[src/hw/uscf_pkg.sv]
// Package: constants and types for the serial clock and frame block
package uscf_pkg;

  // ============================================================
  // Widths
  localparam int unsigned DIV_W   = 12;
  localparam int unsigned CHAR_W  = 9;

  // ============================================================
  // Reset values
  localparam logic [DIV_W-1:0] DIV_RST   = 12'h000;
  localparam logic [3:0]       PH_RST    = 4'h0;
  localparam logic [3:0]       CNT_RST   = 4'h0;

  // ============================================================
  // Clock division per mode
  localparam logic [4:0] DIV_NORMAL = 5'h10;
  localparam logic [4:0] DIV_DOUBLE = 5'h08;
  localparam logic [4:0] DIV_SYNC   = 5'h02;

  // ============================================================
  // Frame format encodings
  localparam logic [2:0] CSZ_NINE     = 3'h7;
  localparam int unsigned PAR_EN_BIT  = 1;
  localparam int unsigned PAR_ODD_BIT = 0;

  // Sample point within a bit, counted in recovery states
  localparam logic [3:0] MID_NORMAL = 4'h7;
  localparam logic [3:0] MID_DOUBLE = 4'h3;

  typedef enum logic [1:0] {
    USCF_CLK_ASYNC,
    USCF_CLK_ASYNC_2X,
    USCF_CLK_MASTER,
    USCF_CLK_SLAVE
  } uscf_clk_mode_t;

  typedef enum logic [2:0] {
    USCF_IDLE,
    USCF_START,
    USCF_DATA,
    USCF_PARITY,
    USCF_STOP1,
    USCF_STOP2
  } uscf_state_t;

  // Number of data bits from the character size field
  function automatic logic [3:0] uscf_nbits(input logic [2:0] csz);
    if (csz == CSZ_NINE) begin
      uscf_nbits = 4'h9;
    end else if (csz > 3'h3) begin
      uscf_nbits = 4'h8;
    end else begin
      uscf_nbits = {1'b0, csz} + 4'h5;
    end
  endfunction

  // Parity over the valid data bits
  function automatic logic uscf_parity(input logic [CHAR_W-1:0] d,
                                       input logic [3:0] n,
                                       input logic odd);
    logic p;
    p = odd;
    for (int i = 0; i < CHAR_W; i++) begin
      if (i < int'(n)) begin
        p = p ^ d[i];
      end
    end
    uscf_parity = p;
  endfunction

endpackage

[src/hw/uscf_top.sv]
// Serial port clock generation and frame formatting
`timescale 1ns/100ps
// Contract
// - Baud down-counter reloads divisor at zero or on low-byte write.
// - One generator pulse per zero; rate is clock over divisor plus one.
// - Transmit divides generator by 16 normal, 8 double, 2 sync master.
// - Receive recovery steps 16 or 8 states by double speed; held at reset in sync.
// - Divisor is 12 bits from high and low bytes, 0 to 4095.
// - Double speed acts only in async; software clears it in sync.
// - Double speed receiver uses 8 recovery states per bit, not 16, with one sample at mid.
// - Slave clock synchronised and edge detected; peer keeps it below fosc/4.
// - Clock pin is input in slave, output in master, unused async.
// - Sync receive samples on the edge opposite the transmit change.
// - Polarity 0 changes on rise samples fall; 1 the reverse.
// - Frame: start, 5 to 9 data, optional parity, 1 or 2 stop.
// - Order start, data LSB first, parity, stops; back to back allowed.
// - Start low, stop high, idle line high.
// - Size field 3 bits, parity mode 2 bits, one stop select bit.
// - Receiver ignores second stop; framing error only on first stop zero.
// - Transmitter and receiver share one format setting.
// - Parity is XOR of data, inverted for odd, before first stop.
// - In sync, pin direction selects master or slave clock.
// - Size value seven selects nine bits; ninth from separate bit.
// - Parity enabled when upper parity mode bit is one.
module uscf_top
  import uscf_pkg::*;
(
  input  wire logic             sys_clk,
  input  wire logic             rst_n,
  input  wire logic [3:0]       baud_divisor_high,
  input  wire logic [7:0]       baud_divisor_low,
  input  wire logic             baud_divisor_low_wr,
  input  wire logic             double_speed_select,
  input  wire logic             sync_mode_select,
  input  wire logic             clock_pin_direction,
  input  wire logic             clock_polarity_select,
  input  wire logic [2:0]       char_size_field,
  input  wire logic [1:0]       parity_mode_field,
  input  wire logic             stop_bits_select,
  input  wire logic             tx_enable,
  input  wire logic             rx_enable,
  input  wire logic [7:0]       tx_data,
  input  wire logic             tx_bit8,
  input  wire logic             tx_start,
  input  wire logic             serial_in_pin,
  input  wire logic             transfer_clock_pin_in,
  output logic                  transfer_clock_pin_out,
  output logic                  transfer_clock_pin_oe,
  output logic                  serial_out_pin,
  output logic                  tx_busy,
  output logic                  tx_done,
  output logic [CHAR_W-1:0]     rx_data,
  output logic                  rx_valid,
  output logic                  framing_error_flag,
  output logic                  parity_error
);

  // ============================================================
  // Mode and shared format
  uscf_clk_mode_t   mode;
  logic [DIV_W-1:0] div;
  logic             baud_tick;
  logic             x_rise;
  logic             x_fall;
  logic             rxd_meta_ff;
  logic             rxd_ff;
  logic [3:0]       nbits;
  logic             par_en;
  logic             par_odd;

  assign div     = {baud_divisor_high, baud_divisor_low};
  assign nbits   = uscf_nbits(char_size_field);
  assign par_en  = parity_mode_field[PAR_EN_BIT];
  assign par_odd = parity_mode_field[PAR_ODD_BIT];

  always_comb begin
    if (!sync_mode_select) begin
      mode = double_speed_select ? USCF_CLK_ASYNC_2X : USCF_CLK_ASYNC;
    end else if (clock_pin_direction) begin
      mode = USCF_CLK_MASTER;
    end else begin
      mode = USCF_CLK_SLAVE;
    end
  end

  uscf_baud_gen u_baud (
    .sys_clk             (sys_clk),
    .rst_n               (rst_n),
    .baud_divisor        (div),
    .baud_divisor_low_wr (baud_divisor_low_wr),
    .baud_tick           (baud_tick)
  );

  uscf_xck_sync u_xck (
    .sys_clk (sys_clk),
    .rst_n   (rst_n),
    .pin_in  (transfer_clock_pin_in),
    .rise    (x_rise),
    .fall    (x_fall),
    .level   ()
  );

  always_ff @(posedge sys_clk or negedge rst_n) begin
    if (!rst_n) begin
      rxd_meta_ff <= 1'b1;
      rxd_ff      <= 1'b1;
    end else begin
      rxd_meta_ff <= serial_in_pin;
      rxd_ff      <= rxd_meta_ff;
    end
  end

  // ============================================================
  // Transmit clock: async prescale, master clock toggle
  logic [3:0] tx_pre_ff;
  logic       xck_ff;
  logic       tx_step;
  logic       rx_sync_sample;
  logic       xck_shift_edge;
  logic       xck_sample_edge;
  logic       m_rise;
  logic       m_fall;
  logic [3:0] tx_div_m1;

  assign tx_div_m1 = (mode == USCF_CLK_ASYNC_2X) ? 4'(DIV_DOUBLE - 5'h01)
                                                : 4'(DIV_NORMAL - 5'h01);

  always_ff @(posedge sys_clk or negedge rst_n) begin
    if (!rst_n) begin
      tx_pre_ff <= PH_RST;
    end else if (baud_tick && !sync_mode_select) begin
      tx_pre_ff <= (tx_pre_ff >= tx_div_m1) ? PH_RST : tx_pre_ff + 4'h1;
    end
  end

  // Master clock: toggles per tick, a full period every 2 ticks
  always_ff @(posedge sys_clk or negedge rst_n) begin
    if (!rst_n) begin
      xck_ff <= 1'b0;
    end else if (mode != USCF_CLK_MASTER) begin
      xck_ff <= 1'b0;
    end else if (baud_tick) begin
      xck_ff <= ~xck_ff;
    end
  end

  assign m_rise = (mode == USCF_CLK_MASTER) && baud_tick && !xck_ff;
  assign m_fall = (mode == USCF_CLK_MASTER) && baud_tick && xck_ff;

  always_comb begin
    xck_shift_edge  = 1'b0;
    xck_sample_edge = 1'b0;
    if (mode == USCF_CLK_MASTER) begin
      // Pin already carries the polarity inversion
      xck_shift_edge  = m_rise;
      xck_sample_edge = m_fall;
    end else if (mode == USCF_CLK_SLAVE) begin
      xck_shift_edge  = clock_polarity_select ? x_fall : x_rise;
      xck_sample_edge = clock_polarity_select ? x_rise : x_fall;
    end
  end

  assign tx_step = sync_mode_select ? xck_shift_edge
                                    : (baud_tick && tx_pre_ff == tx_div_m1);
  assign rx_sync_sample = xck_sample_edge;

  // Pin drives only as master clock
  always_ff @(posedge sys_clk or negedge rst_n) begin
    if (!rst_n) begin
      transfer_clock_pin_out <= 1'b0;
      transfer_clock_pin_oe  <= 1'b0;
    end else begin
      transfer_clock_pin_out <= xck_ff ^ clock_polarity_select;
      transfer_clock_pin_oe  <= (mode == USCF_CLK_MASTER);
    end
  end

  // ============================================================
  // Transmitter
  uscf_state_t       tx_st_ff;
  logic [CHAR_W-1:0] tx_sh_ff;
  logic [3:0]        tx_cnt_ff;
  logic              tx_par_ff;
  logic              tx_pend_ff;
  logic [CHAR_W-1:0] tx_word;
  logic              tx_last;
  logic              tx_load;

  assign tx_word = {tx_bit8, tx_data};
  // Reload straight from the last stop keeps back-to-back frames gapless
  assign tx_last = (tx_st_ff == USCF_STOP2) || (tx_st_ff == USCF_STOP1 && !stop_bits_select);
  assign tx_load = tx_step && tx_pend_ff && (tx_st_ff == USCF_IDLE || tx_last);

  always_ff @(posedge sys_clk or negedge rst_n) begin
    if (!rst_n) begin
      tx_pend_ff <= 1'b0;
    end else if (tx_start && tx_enable) begin
      tx_pend_ff <= 1'b1;
    end else if (tx_load) begin
      tx_pend_ff <= 1'b0;
    end
  end

  always_ff @(posedge sys_clk or negedge rst_n) begin
    if (!rst_n) begin
      tx_st_ff  <= USCF_IDLE;
      tx_sh_ff  <= '0;
      tx_cnt_ff <= CNT_RST;
      tx_par_ff <= 1'b0;
    end else if (tx_load) begin
      tx_st_ff  <= USCF_START;
      tx_sh_ff  <= tx_word;
      tx_par_ff <= uscf_parity(tx_word, nbits, par_odd);
    end else if (tx_step) begin
      case (tx_st_ff)
        USCF_START: begin
          tx_st_ff  <= USCF_DATA;
          tx_cnt_ff <= CNT_RST;
        end
        USCF_DATA: begin
          tx_sh_ff  <= tx_sh_ff >> 1;
          tx_cnt_ff <= tx_cnt_ff + 4'h1;
          if (tx_cnt_ff == nbits - 4'h1) begin
            tx_st_ff <= par_en ? USCF_PARITY : USCF_STOP1;
          end
        end
        USCF_PARITY: begin
          tx_st_ff <= USCF_STOP1;
        end
        USCF_STOP1: begin
          tx_st_ff <= stop_bits_select ? USCF_STOP2 : USCF_IDLE;
        end
        default: begin
          tx_st_ff <= USCF_IDLE;
        end
      endcase
    end
  end

  // Line level per state
  always_ff @(posedge sys_clk or negedge rst_n) begin
    if (!rst_n) begin
      serial_out_pin <= 1'b1;
    end else begin
      case (tx_st_ff)
        USCF_START:  serial_out_pin <= 1'b0;
        USCF_DATA:   serial_out_pin <= tx_sh_ff[0];
        USCF_PARITY: serial_out_pin <= tx_par_ff;
        default:     serial_out_pin <= 1'b1;
      endcase
    end
  end

  always_ff @(posedge sys_clk or negedge rst_n) begin
    if (!rst_n) begin
      tx_busy <= 1'b0;
      tx_done <= 1'b0;
    end else begin
      tx_busy <= (tx_st_ff != USCF_IDLE) || tx_pend_ff;
      tx_done <= tx_step && !tx_pend_ff && tx_last;
    end
  end

  // ============================================================
  // Receiver: recovery phase runs on undivided ticks
  uscf_state_t       rx_st_ff;
  logic [3:0]        rx_ph_ff;
  logic [3:0]        rx_cnt_ff;
  logic [CHAR_W-1:0] rx_sh_ff;
  logic [3:0]        rx_last;
  logic [3:0]        rx_mid;
  logic              rx_bit_pt;
  logic              rx_in;

  assign rx_last = (mode == USCF_CLK_ASYNC_2X) ? 4'(DIV_DOUBLE - 5'h01)
                                               : 4'(DIV_NORMAL - 5'h01);
  assign rx_mid  = (mode == USCF_CLK_ASYNC_2X) ? MID_DOUBLE : MID_NORMAL;
  assign rx_in   = rxd_ff;

  // Async: one sample at phase mid; sync: sample edge
  assign rx_bit_pt = sync_mode_select ? rx_sync_sample
                                      : (baud_tick && rx_ph_ff == rx_mid);

  always_ff @(posedge sys_clk or negedge rst_n) begin
    if (!rst_n) begin
      rx_ph_ff <= PH_RST;
    end else if (sync_mode_select || (rx_st_ff == USCF_IDLE && rx_in)) begin
      rx_ph_ff <= PH_RST;
    end else if (baud_tick) begin
      rx_ph_ff <= (rx_ph_ff >= rx_last) ? PH_RST : rx_ph_ff + 4'h1;
    end
  end

  always_ff @(posedge sys_clk or negedge rst_n) begin
    if (!rst_n) begin
      rx_st_ff           <= USCF_IDLE;
      rx_cnt_ff          <= CNT_RST;
      rx_sh_ff           <= '0;
      rx_data            <= '0;
      rx_valid           <= 1'b0;
      framing_error_flag <= 1'b0;
      parity_error       <= 1'b0;
    end else begin
      rx_valid <= 1'b0;
      if (!rx_enable) begin
        rx_st_ff <= USCF_IDLE;
      end else if (rx_bit_pt) begin
        case (rx_st_ff)
          USCF_IDLE: begin
            // False start rejected when line is back high
            if (!rx_in) begin
              rx_st_ff  <= USCF_DATA;
              rx_cnt_ff <= CNT_RST;
              rx_sh_ff  <= '0;
            end
          end
          USCF_DATA: begin
            rx_sh_ff[rx_cnt_ff] <= rx_in;
            rx_cnt_ff           <= rx_cnt_ff + 4'h1;
            if (rx_cnt_ff == nbits - 4'h1) begin
              rx_st_ff <= par_en ? USCF_PARITY : USCF_STOP1;
            end
          end
          USCF_PARITY: begin
            parity_error <= rx_in != uscf_parity(rx_sh_ff, nbits, par_odd);
            rx_st_ff     <= USCF_STOP1;
          end
          default: begin
            // Second stop never checked
            framing_error_flag <= !rx_in;
            rx_data            <= rx_sh_ff;
            rx_valid           <= 1'b1;
            if (!par_en) begin
              parity_error <= 1'b0;
            end
            rx_st_ff <= USCF_IDLE;
          end
        endcase
      end
    end
  end

endmodule

[src/hw/uscf_baud_gen.sv]
// Baud down-counter producing one-cycle generator pulses
`timescale 1ns/100ps
module uscf_baud_gen
  import uscf_pkg::*;
(
  input  wire logic             sys_clk,
  input  wire logic             rst_n,
  input  wire logic [DIV_W-1:0] baud_divisor,
  input  wire logic             baud_divisor_low_wr,
  output logic                  baud_tick
);

  logic [DIV_W-1:0] cnt_ff;
  logic [DIV_W-1:0] nxt_cnt;

  // ============================================================
  // Down-counter
  always_comb begin
    if (baud_divisor_low_wr || cnt_ff == '0) begin
      nxt_cnt = baud_divisor;
    end else begin
      nxt_cnt = cnt_ff - 1'b1;
    end
  end

  always_ff @(posedge sys_clk or negedge rst_n) begin
    if (!rst_n) begin
      cnt_ff <= DIV_RST;
    end else begin
      cnt_ff <= nxt_cnt;
    end
  end

  // Pulse at zero gives fosc/(divisor+1)
  always_ff @(posedge sys_clk or negedge rst_n) begin
    if (!rst_n) begin
      baud_tick <= 1'b0;
    end else begin
      baud_tick <= (cnt_ff == '0) && !baud_divisor_low_wr;
    end
  end

endmodule

[src/hw/uscf_xck_sync.sv]
// Transfer clock pin synchroniser and edge detector
`timescale 1ns/100ps
module uscf_xck_sync (
  input  wire logic sys_clk,
  input  wire logic rst_n,
  input  wire logic pin_in,
  output logic      rise,
  output logic      fall,
  output logic      level
);

  logic meta_ff;
  logic sync_ff;
  logic last_ff;

  // ============================================================
  // Two stages, then edge detect on the second
  always_ff @(posedge sys_clk or negedge rst_n) begin
    if (!rst_n) begin
      meta_ff <= 1'b0;
      sync_ff <= 1'b0;
      last_ff <= 1'b0;
    end else begin
      meta_ff <= pin_in;
      sync_ff <= meta_ff;
      last_ff <= sync_ff;
    end
  end

  assign rise  = sync_ff & ~last_ff;
  assign fall  = ~sync_ff & last_ff;
  assign level = sync_ff;

endmodule

[config.mk]
export PLATFORM = sky130hd
export DESIGN_NAME = uscf_top
export DESIGN_NICKNAME = d
export VERILOG_FILES = /design/src/hw/uscf_pkg.sv /design/src/hw/uscf_top.sv /design/src/hw/uscf_baud_gen.sv /design/src/hw/uscf_xck_sync.sv
export SDC_FILE = /design/constraint.sdc
export NUM_CORES = 1
export LEC_CHECK = 0
export BUFFER_PORTS_ARGS = -buffer_cell sky130_fd_sc_hd__buf_2
export CAP_MARGIN = 20
export CORE_AREA = 2 2 100 111
export DETAILED_ROUTE_END_ITERATION = 10
export DIE_AREA = 0 0 102 113
export SYNTH_ARGS = -nofsm -noshare
export SYNTH_HDL_FRONTEND = slang
export SYNTH_SLANG_ARGS = --single-unit
export TNS_END_PERCENT = 1
[constraint.sdc]
create_clock -name sys_clk -period 3.85 [get_ports sys_clk]
set_input_delay 0.5775 -clock sys_clk [delete_from_list [all_inputs] [get_ports sys_clk]]
set_output_delay 0.5775 -clock sys_clk [all_outputs]
set_load 0.02 [all_outputs]
==> summary.txt, run 1 <==
Run status
  • Outcome: completed

Floorplanning
  • Core area: about 10000 µm²
  • Die Ht: about 110 µm
  • DIE AREA: approximately 12000 µm²
  • Initial core utilization: ~43%
  • Row count: 39
  • I/O pins: 56
  • Die X: 102 µm

STA
  • Setup TNS: 0 ns
  • Period utilization: around three quarters
  • Final setup violation count: 0
  • Worst-Margin Slew: ~0.65 ns
  • Endpoints failing hold: 0
  • Skew final: between 0.004 and 0.005 ns
  • Max Clk Rate: between 0.3 and 0.4 GHz
  • Fin crit period: approximately 2.9 ns
  • Setup WS post-layout: between 0.9 and 1 ns
  • RSZ-0062 raised after global routing: no
  • Final Max Tran Viols: 0
  • Slew Limit Headroom: between 50% and 60%

Clock tree
  • # resized after CTS: 0
  • CTS Hold Bufs: 0
  • Post-CTS Setup Bufs: 0
  • Clock-pin slew on the worst setup and hold paths: approximately 0.06 ns
  • Inserted Clock Buffers: 9
  • Worst-Skew Late Latency: roughly 0.34 ns
  • Clock sinks: around 80
  • H-tree levels: 3
  • Root Buffer: clkbuf_16
  • Clk buf depth: 2
  • CTS tree: yes

Global route
  • Largest net degree at the start of global routing: between 70 and 80
  • Vias in the first global route: 3427
  • All-Layer GR Usage: between 10% and 20%
  • First-pass GRT wire length: ~17000 µm
  • Gr ovfl total: 0
  • Initial antenna violation count: 0

Placement
  • Port Buffer Count: 55
  • Post-DP HPWL: a little under 7000 µm
  • Post-Place Setup Slack: approximately 0.63 ns
  • Dpl cells: 667
  • Gpl congestion: a little over 0.8

Logic synthesis
  • Mapped Nets: around 540
  • Most frequent cell after synthesis: dfrtp_1
  • Mapped cell area: between 4000 and 5000 µm²
  • Async S/R FF share, synth: 100%
  • Synth area leader: dfrtp_1
  • Area share of the leading cell type in the synthesized netlist: a little over two fifths
  • EDFF count, synth: 0
  • Synth area leaders: dfrtp_1 42%, ha_1 5.0%, nand2_1 4.9%, o21ai_0 4.2%, xnor2_1 4.1%
  • Ys Warns: 0
  • Commonest cells in the netlist: 75 x dfrtp_1, 58 x nand2_1, 44 x nor2_1
  • Post-synth cell types: between 60 and 70
  • Synthesized area per cell: a little over 9 µm²
  • Synth Instances: between 400 and 500
  • Flops & latches, synth: between 70 and 80
  • Synth Flop Type: dfrtp_1
  • Sequential share of the synthesized area: between 40% and 50%

Setup path
  • Crit Path Max Fanout: 8
  • CP Capture Type: flop
  • CP required: 4.10 ns
  • Critical Path Source Type: input pin
  • CP Data Arrival Time: 3.11 ns
  • Kind of critical path: in -> reg

Final layout
  • Antenna Cells: 0
  • Area growth from synthesis to layout: 16.7%
  • Layout cell share with drive strength beyond 1: a little under a fifth
  • Util after Layout: approximately 50%
  • Post-Layout Cell Count: 684
  • Final nets: around 600

Route
  • First drt pass iteration count: 4
  • Antenna Nets Post-Route: 0
  • Vias post-DR: approximately 3600
  • Initial DRC Count: approximately 190
  • Avg Vias per Cell: ~5.3
  • Drt wl/cell: between 10 and 15 µm
  • DRC errors left: 0
  • Routed WL: around 9700 µm

Pwr
  • Worst VDD drop: 0.187 mV
  • Lkg Pwr: ~0.0024 µW
  • Total power: around 2300 µW
  • Cell Pwr Density: between 400 and 500 nW/µm²

Run
  • Max-cap violations: 0

Worst hold path
  • Hold Path Class: in -> async
==> state kept, by name (all words and copies together), names as in the netlist, 3 cells and up <==
signal and count:
u_baud.cnt_ff 12, rx_data 9, rx_sh_ff 9, tx_sh_ff 9, rx_cnt_ff 4, rx_ph_ff 4
tx_cnt_ff 4, tx_pre_ff 4, rx_st_ff 3, tx_st_ff 3
==> area by class of cell <==
type / instances / area [µm²]
clock buffer: 10 / 239
clock inverter: 6 / 61.3
fill: 988 / 5120
inverter: 21 / 78.8
multi-input combinational: 367 / 2380
sequential: 78 / 1960
tap: 143 / 179
timing repair buffer: 59 / 328
==> metal layers <==
layer | global-route usage [%] | share of wire [%] | wire, µm
met5 | 0 | 0 | 0
met4 | 5.33 | 1.2 | 114
met3 | 3.64 | 3.8 | 363
met2 | 29.1 | 46 | 4440
met1 | 24.3 | 49 | 4760
==> critical path: stages <==
cell,delay [ns]
buf_2,0.17
ha_1,0.23
ha_1,0.23
o21ai_0,0.12
or2_2,0.34
ha_1,0.29
a21boi_0,0.23
mux2i_1,0.28
o21ai_0,0.10
a211oi_1,0.27
xnor2_1,0.10
o31ai_1,0.18
==> kinds of logic (layout without fill, tap and decap cells) <==
group	Yosys count	count (layout)	synth area share, %
AO/OA/AOI/OAI	133	133	19.8
XOR/XNOR	32	32	6.43
adder cells (fa/ha/maj)	18	18	5.03
buffers and inverters	36	96	3.13
flip-flops	78	78	43.7
multiplexers	17	17	4.05
AND/OR/NAND/NOR	167	167	17.9
==> final timing paths <==
check | from | end | slack [ns] | depth (start not counted)
max reg2reg | rx_ph_ff[0]$_DFFE_PN0P_ | rx_sh_ff[3]$_DFFE_PN0P_ | 1.31 | 8
min in group sys_clk | serial_in_pin | rxd_meta_ff$_DFF_PN1_ | 0.33 | 1
min | rst_n | tx_cnt_ff[2]$_DFFE_PN0P_ | 0.13 | 1
max | char_size_field[1] | parity_error$_DFFE_PN0P_ | 0.98 | 12
max in group asynchronous | rst_n | rxd_meta_ff$_DFF_PN1_ | 3.10 | 2
min reg2reg | u_xck.meta_ff$_DFF_PN0_ | u_xck.level$_DFF_PN0_ | 0.35 | 0
==> report_power, final <==
| group | leakage (µW) | total (µW) | switching, µW | internal (µW) |
|---|---|---|---|---|
| clock | 0.000148 | 851 | 334 | 517 |
| combinational | 0.00124 | 429 | 229 | 200 |
| sequential | 0.00100 | 992 | 92.0 | 900 |
| total | 0.00239 | 2270 | 655 | 1620 |
==> cells in the final DEF (no fill, tap or decap), types with 4 or more instances in the layout <==
cell type | Yosys | layout
dfrtp_1 | 75 | 75
nand2_1 | 58 | 58
buf_2 | 4 | 54
nor2_1 | 44 | 44
o21ai_0 | 38 | 38
a21oi_1 | 25 | 25
inv_1 | 21 | 21
xnor2_1 | 21 | 21
ha_1 | 18 | 18
xor2_1 | 10 | 10
a22oi_1 | 9 | 9
nand3_1 | 9 | 9
mux2_2 | 9 | 9
clkbuf_16 | 0 | 9
nor2b_1 | 8 | 8
mux2i_1 | 8 | 8
a21o_1 | 8 | 8
o31ai_1 | 7 | 7
and2_1 | 6 | 6
nor3_1 | 6 | 6
a22o_1 | 6 | 6
nor4_1 | 5 | 5
nand3b_1 | 5 | 5
nand2b_1 | 5 | 5
o22ai_1 | 4 | 4
a32o_1 | 4 | 4
buf_4 | 0 | 4
==> metrics by stage <==
| stage | cell area [µm²] | hold WS (ns) |
|---|---|---|
| 2_1_floorplan | 4480 | 0.282 |
| 3_3_place_gp | 4890 | 0.339 |
| 3_5_place_dp | 4890 | 0.336 |
| 4_1_cts | 5190 | 0.330 |
| 5_1_grt | 5220 | 0.144 |
| 6_report | 5220 | 0.130 |
Power figures use the tool's default switching activity.
==> inputs of run 2 (changes only) <==
ABC_AREA = 1   (was default)
CORE_AREA = 2 2 102 114   (was 2 2 100 111)
DIE_AREA = 0 0 104 116   (was 0 0 102 113)
clock period = 2.4 ns   (was 3.85 ns; I/O delays follow)
==> run 2 against run 1 <==
  * Clock skew about the same
  * Final area up 5.0%
  * Via count up 11%
  * Sequential power up 100%
  * Setup slack worse by 0.74 ns
  * Area after synthesis up 5.0%
  * Global-route usage up 0.53 points
==> summary.txt, run 2 <==
Run status
  • Outcome: completed

Placement
  • Dpl cells: 803 (+20%)
  • Post-Place Setup Slack: -0.123 ns (-0.749 ns)
  • Post-DP HPWL: 7870 µm (+15%)
  • Port Buffer Count: 55 (unchanged)
  • Gpl congestion: 0.835 (+3.2%)
  • Placed Area: 5200 µm² (+6.3%)

Setup path
  • Crit path cell chain: buf_2, ha_1, ha_1, clkinv_1, nand3_2, ha_1, or2_2, nand4_1, nand2_1, nand3_1, nand2_1, nand2_1, nand2_1, nand2_1, nand3_1, nand3_1, nand2_1
  • CP Capture Type: flop
  • CP Data Arrival Time: 2.38 ns (-0.73 ns)
  • Largest stage delay on the critical path: 0.29 ns (-0.05 ns)
  • CP required: 2.62 ns (-1.48 ns)
  • CP max-delay cell: or2_2
  • CP bufs+invs: 2 (+1)
  • Kind of critical path: in -> reg
  • Most used cell, CP: nand2_1
  • Critical path's top delay family: simple AND/OR/NAND/NOR gates
  • Critical Path Source Type: input pin
  • Crit Path Max Fanout: 4 (-4)

STA
  • Fin crit period: about 2.2 ns
  • Endpoints failing hold: 0 (unchanged)
  • Period utilization: between 80% and 90%
  • Max Clk Rate: about 0.46 GHz
  • Setup WS post-layout: 0.241 ns (-0.740 ns)
  • Worst-Margin Slew: 0.794 ns (+0.146 ns)
  • Final Max Tran Viols: 0 (unchanged)
  • RSZ-0062 raised after global routing: no
  • Skew final: 0.00510 ns (+0.000312 ns)
  • Final setup violation count: 0 (unchanged)
  • Slew Limit Headroom: 47.1% (-9.5 points)

Clock tree
  • CTS tree: yes
  • Inserted Clock Buffers: 9 (unchanged)
  • Root Buffer: clkbuf_16
  • H-tree levels: 3 (unchanged)
  • Clock sinks: 78 (unchanged)
  • Clk buf depth: 2 (unchanged)
  • # resized after CTS: 0 (unchanged)
  • Post-CTS Setup Bufs: 0 (unchanged)
  • Worst-Skew Late Latency: 0.34 ns (about the same)
  • Clock-pin slew on the worst setup and hold paths: 0.06 ns (about the same)
  • CTS Hold Bufs: 0 (unchanged)

Final layout
  • Post-Layout Cell Count: 818 (+20%)
  • Commonest cells after routing, fill and taps aside: 136 x nand2_1, 89 x inv_1, 75 x dfrtp_1
  • Most flop-heavy register: u_baud.cnt_ff
  • Largest register FFs: 12 (unchanged)
  • Commonest non-fill, non-tap cell in the layout: nand2_1
  • Util after Layout: 50.7% (+0.23 points)
  • Final nets: 724 (+22%)
  • Design area: 5480 µm² (+5.0%)
  • Area growth from synthesis to layout: 16.6% (about the same)
  • Antenna Cells: 0 (unchanged)
  • Layout cell share with drive strength beyond 1: 20.7% (+1.9 points)

Floorplanning
  • Die Ht: 116 µm (+2.7%)
  • I/O pins: 56 (unchanged)
  • DIE AREA: 12100 µm² (+4.7%)
  • Row count: 40 (+2.6%)
  • Core area: 10800 µm² (+4.5%)
  • Initial core utilization: 43.5% (+0.22 points)
  • Die X: 104 µm (+2.0%)

Global route
  • All-Layer GR Usage: 18.5% (+0.53 points)
  • Largest net degree at the start of global routing: 64 (-19%)
  • Gr ovfl total: 0 (unchanged)
  • Initial antenna violation count: 0 (unchanged)
  • First-pass GRT wire length: 17900 µm (+8.6%)
  • Vias in the first global route: 3902 (+14%)

Route
  • Vias post-DR: 4008 (+11%)
  • DRC errors left: 0 (unchanged)
  • Initial DRC Count: 178 (-6.8%)
  • DR WL met2: 5000 µm (+13%)
  • M1 WL: 4760 µm (about the same)
  • Routed WL: 10200 µm (+5.6%)
  • Max layer used: met4
  • Met3 wire length: 272 µm (-25%)
  • Drt wl/cell: 12.5 µm (-12%)
  • Avg Vias per Cell: 4.90 (-7.4%)
  • First drt pass iteration count: 4 (unchanged)
  • Antenna Nets Post-Route: 0 (unchanged)

Logic synthesis
  • Commonest cells in the netlist: 136 x nand2_1, 89 x inv_1, 75 x dfrtp_1
  • Sequential share of the synthesized area: 41.6% (-2.1 points)
  • Mapped cell area: 4700 µm² (+5.0%)
  • Synth Flop Type: dfrtp_1
  • Most frequent cell after synthesis: nand2_1
  • EDFF count, synth: 0 (unchanged)
  • Area share of the leading cell type in the synthesized netlist: 39.9% (-2.0 points)
  • Synth Instances: 597 (+24%)
  • Ys Warns: 0 (unchanged)
  • Flops & latches, synth: 78 (unchanged)
  • Synth area leader: dfrtp_1
  • Post-synth cell types: 49 (-23%)
  • Synth area leaders: dfrtp_1 40%, nand2_1 11%, inv_1 7.1%, nand3_1 5.5%, ha_1 4.8%
  • Mapped Nets: 654 (+22%)
  • Async S/R FF share, synth: 100% (unchanged)
  • Synthesized area per cell: 7.87 µm² (-15%)

Pwr
  • Internal: 3160 µW (+96%)
  • Cell Pwr Density: 941 nW/µm² (+120%)
  • Comb power frac: 35.7% (+17 points)
  • Lkg Pwr: 0.00279 µW (+17%)
  • Seq pwr share: 38.5% (-5.2 points)
  • Total power: 5160 µW (+130%)
  • Switching pwr: 1990 µW (+200%)
  • Worst VDD drop: 0.401 mV (+110%)
  • Sw Ratio: 38.7% (+9.8 points)
  • Clock power frac: 25.7% (-12 points)

Run
  • Max-cap violations: 0 (unchanged)

Worst hold path
  • Hold Path Class: in -> async
-- run 2: changes by cell type after synthesis, sizes merged, moves of 6 or more --
| cell | previous run | this run |
|---|---|---|
| nor2b | 8 | 0 |
| mux2i | 8 | 0 |
| a22oi | 9 | 1 |
| and2 | 7 | 1 |
| inv | 21 | 99 |
| a21o | 8 | 1 |
| o211ai | 2 | 8 |
| clkbuf | 9 | 1 |
| mux2 | 9 | 0 |
| nand2 | 58 | 151 |
| nand3 | 10 | 56 |
| o22ai | 4 | 11 |
| xnor2 | 21 | 6 |
-- run 2: layer usage --
metal | vias to the layer above | track usage [%]
li1 | 2080 | -
met1 | 1852 | 24.1
met2 | 62 | 31.6
met3 | 14 | 2.47
met4 | 0 | 7.57
met5 | - | 0
-- run 2: metrics by stage --
step                hold slack, ns  setup TNS, ns
floorplan                   0.0644              0
global placement             0.335        -0.0123
detailed placement           0.340         -0.222
CTS                          0.107              0
global route                 0.108              0
finish                       0.108              0
-- run 2: layout make-up --
cell class                 instances  area [µm²]
sequential                        78        1960
inverter                         100         375
tap                              147         184
clock buffer                      11         233
timing repair buffer              66         360
clock inverter                     4        48.8
multi-input combinational        412        2320
fill                            1114        5330
-- run 2: power groups by stage --
stage / registers (µW) / logic, µW / clock network (µW)
after floorplan: 2030 / 1290 / 0
after global placement: 2000 / 1810 / 0
after global routing: 2040 / 2110 / 1410
after CTS: 1990 / 1860 / 1360
after detailed placement: 2010 / 1850 / 0
final: 1990 / 1840 / 1330
-- run 2: path summary, 6_finish.rpt --
path,from,to,slack (ns),cells past startpoint
max,char_size_field[1],parity_error$_DFFE_PN0P_,0.24,17
min,rst_n,tx_busy$_DFF_PN0_,0.11,1
max reg2reg,tx_pre_ff[0]$_DFFE_PN0P_,tx_sh_ff[7]$_DFFE_PN0P_,0.46,12
min reg2reg,u_xck.meta_ff$_DFF_PN0_,u_xck.level$_DFF_PN0_,0.35,0
max in group asynchronous,rst_n,tx_cnt_ff[0]$_DFFE_PN0P_,1.66,2
min in group sys_clk,serial_in_pin,rxd_meta_ff$_DFF_PN1_,0.12,1
-- run 2: cells by family (layout without fill, tap and decap cells) --
kind of cell    Yosys count  in the layout  share of synthesized area [%]
flops                    78             78                           41.6
xor+xnor                 15             15                           2.95
buf+inv                 107            181                           8.94
simple gates            281            281                           28.9
compound gates           98             98                           12.8
fa+ha+maj                18             18                           4.79
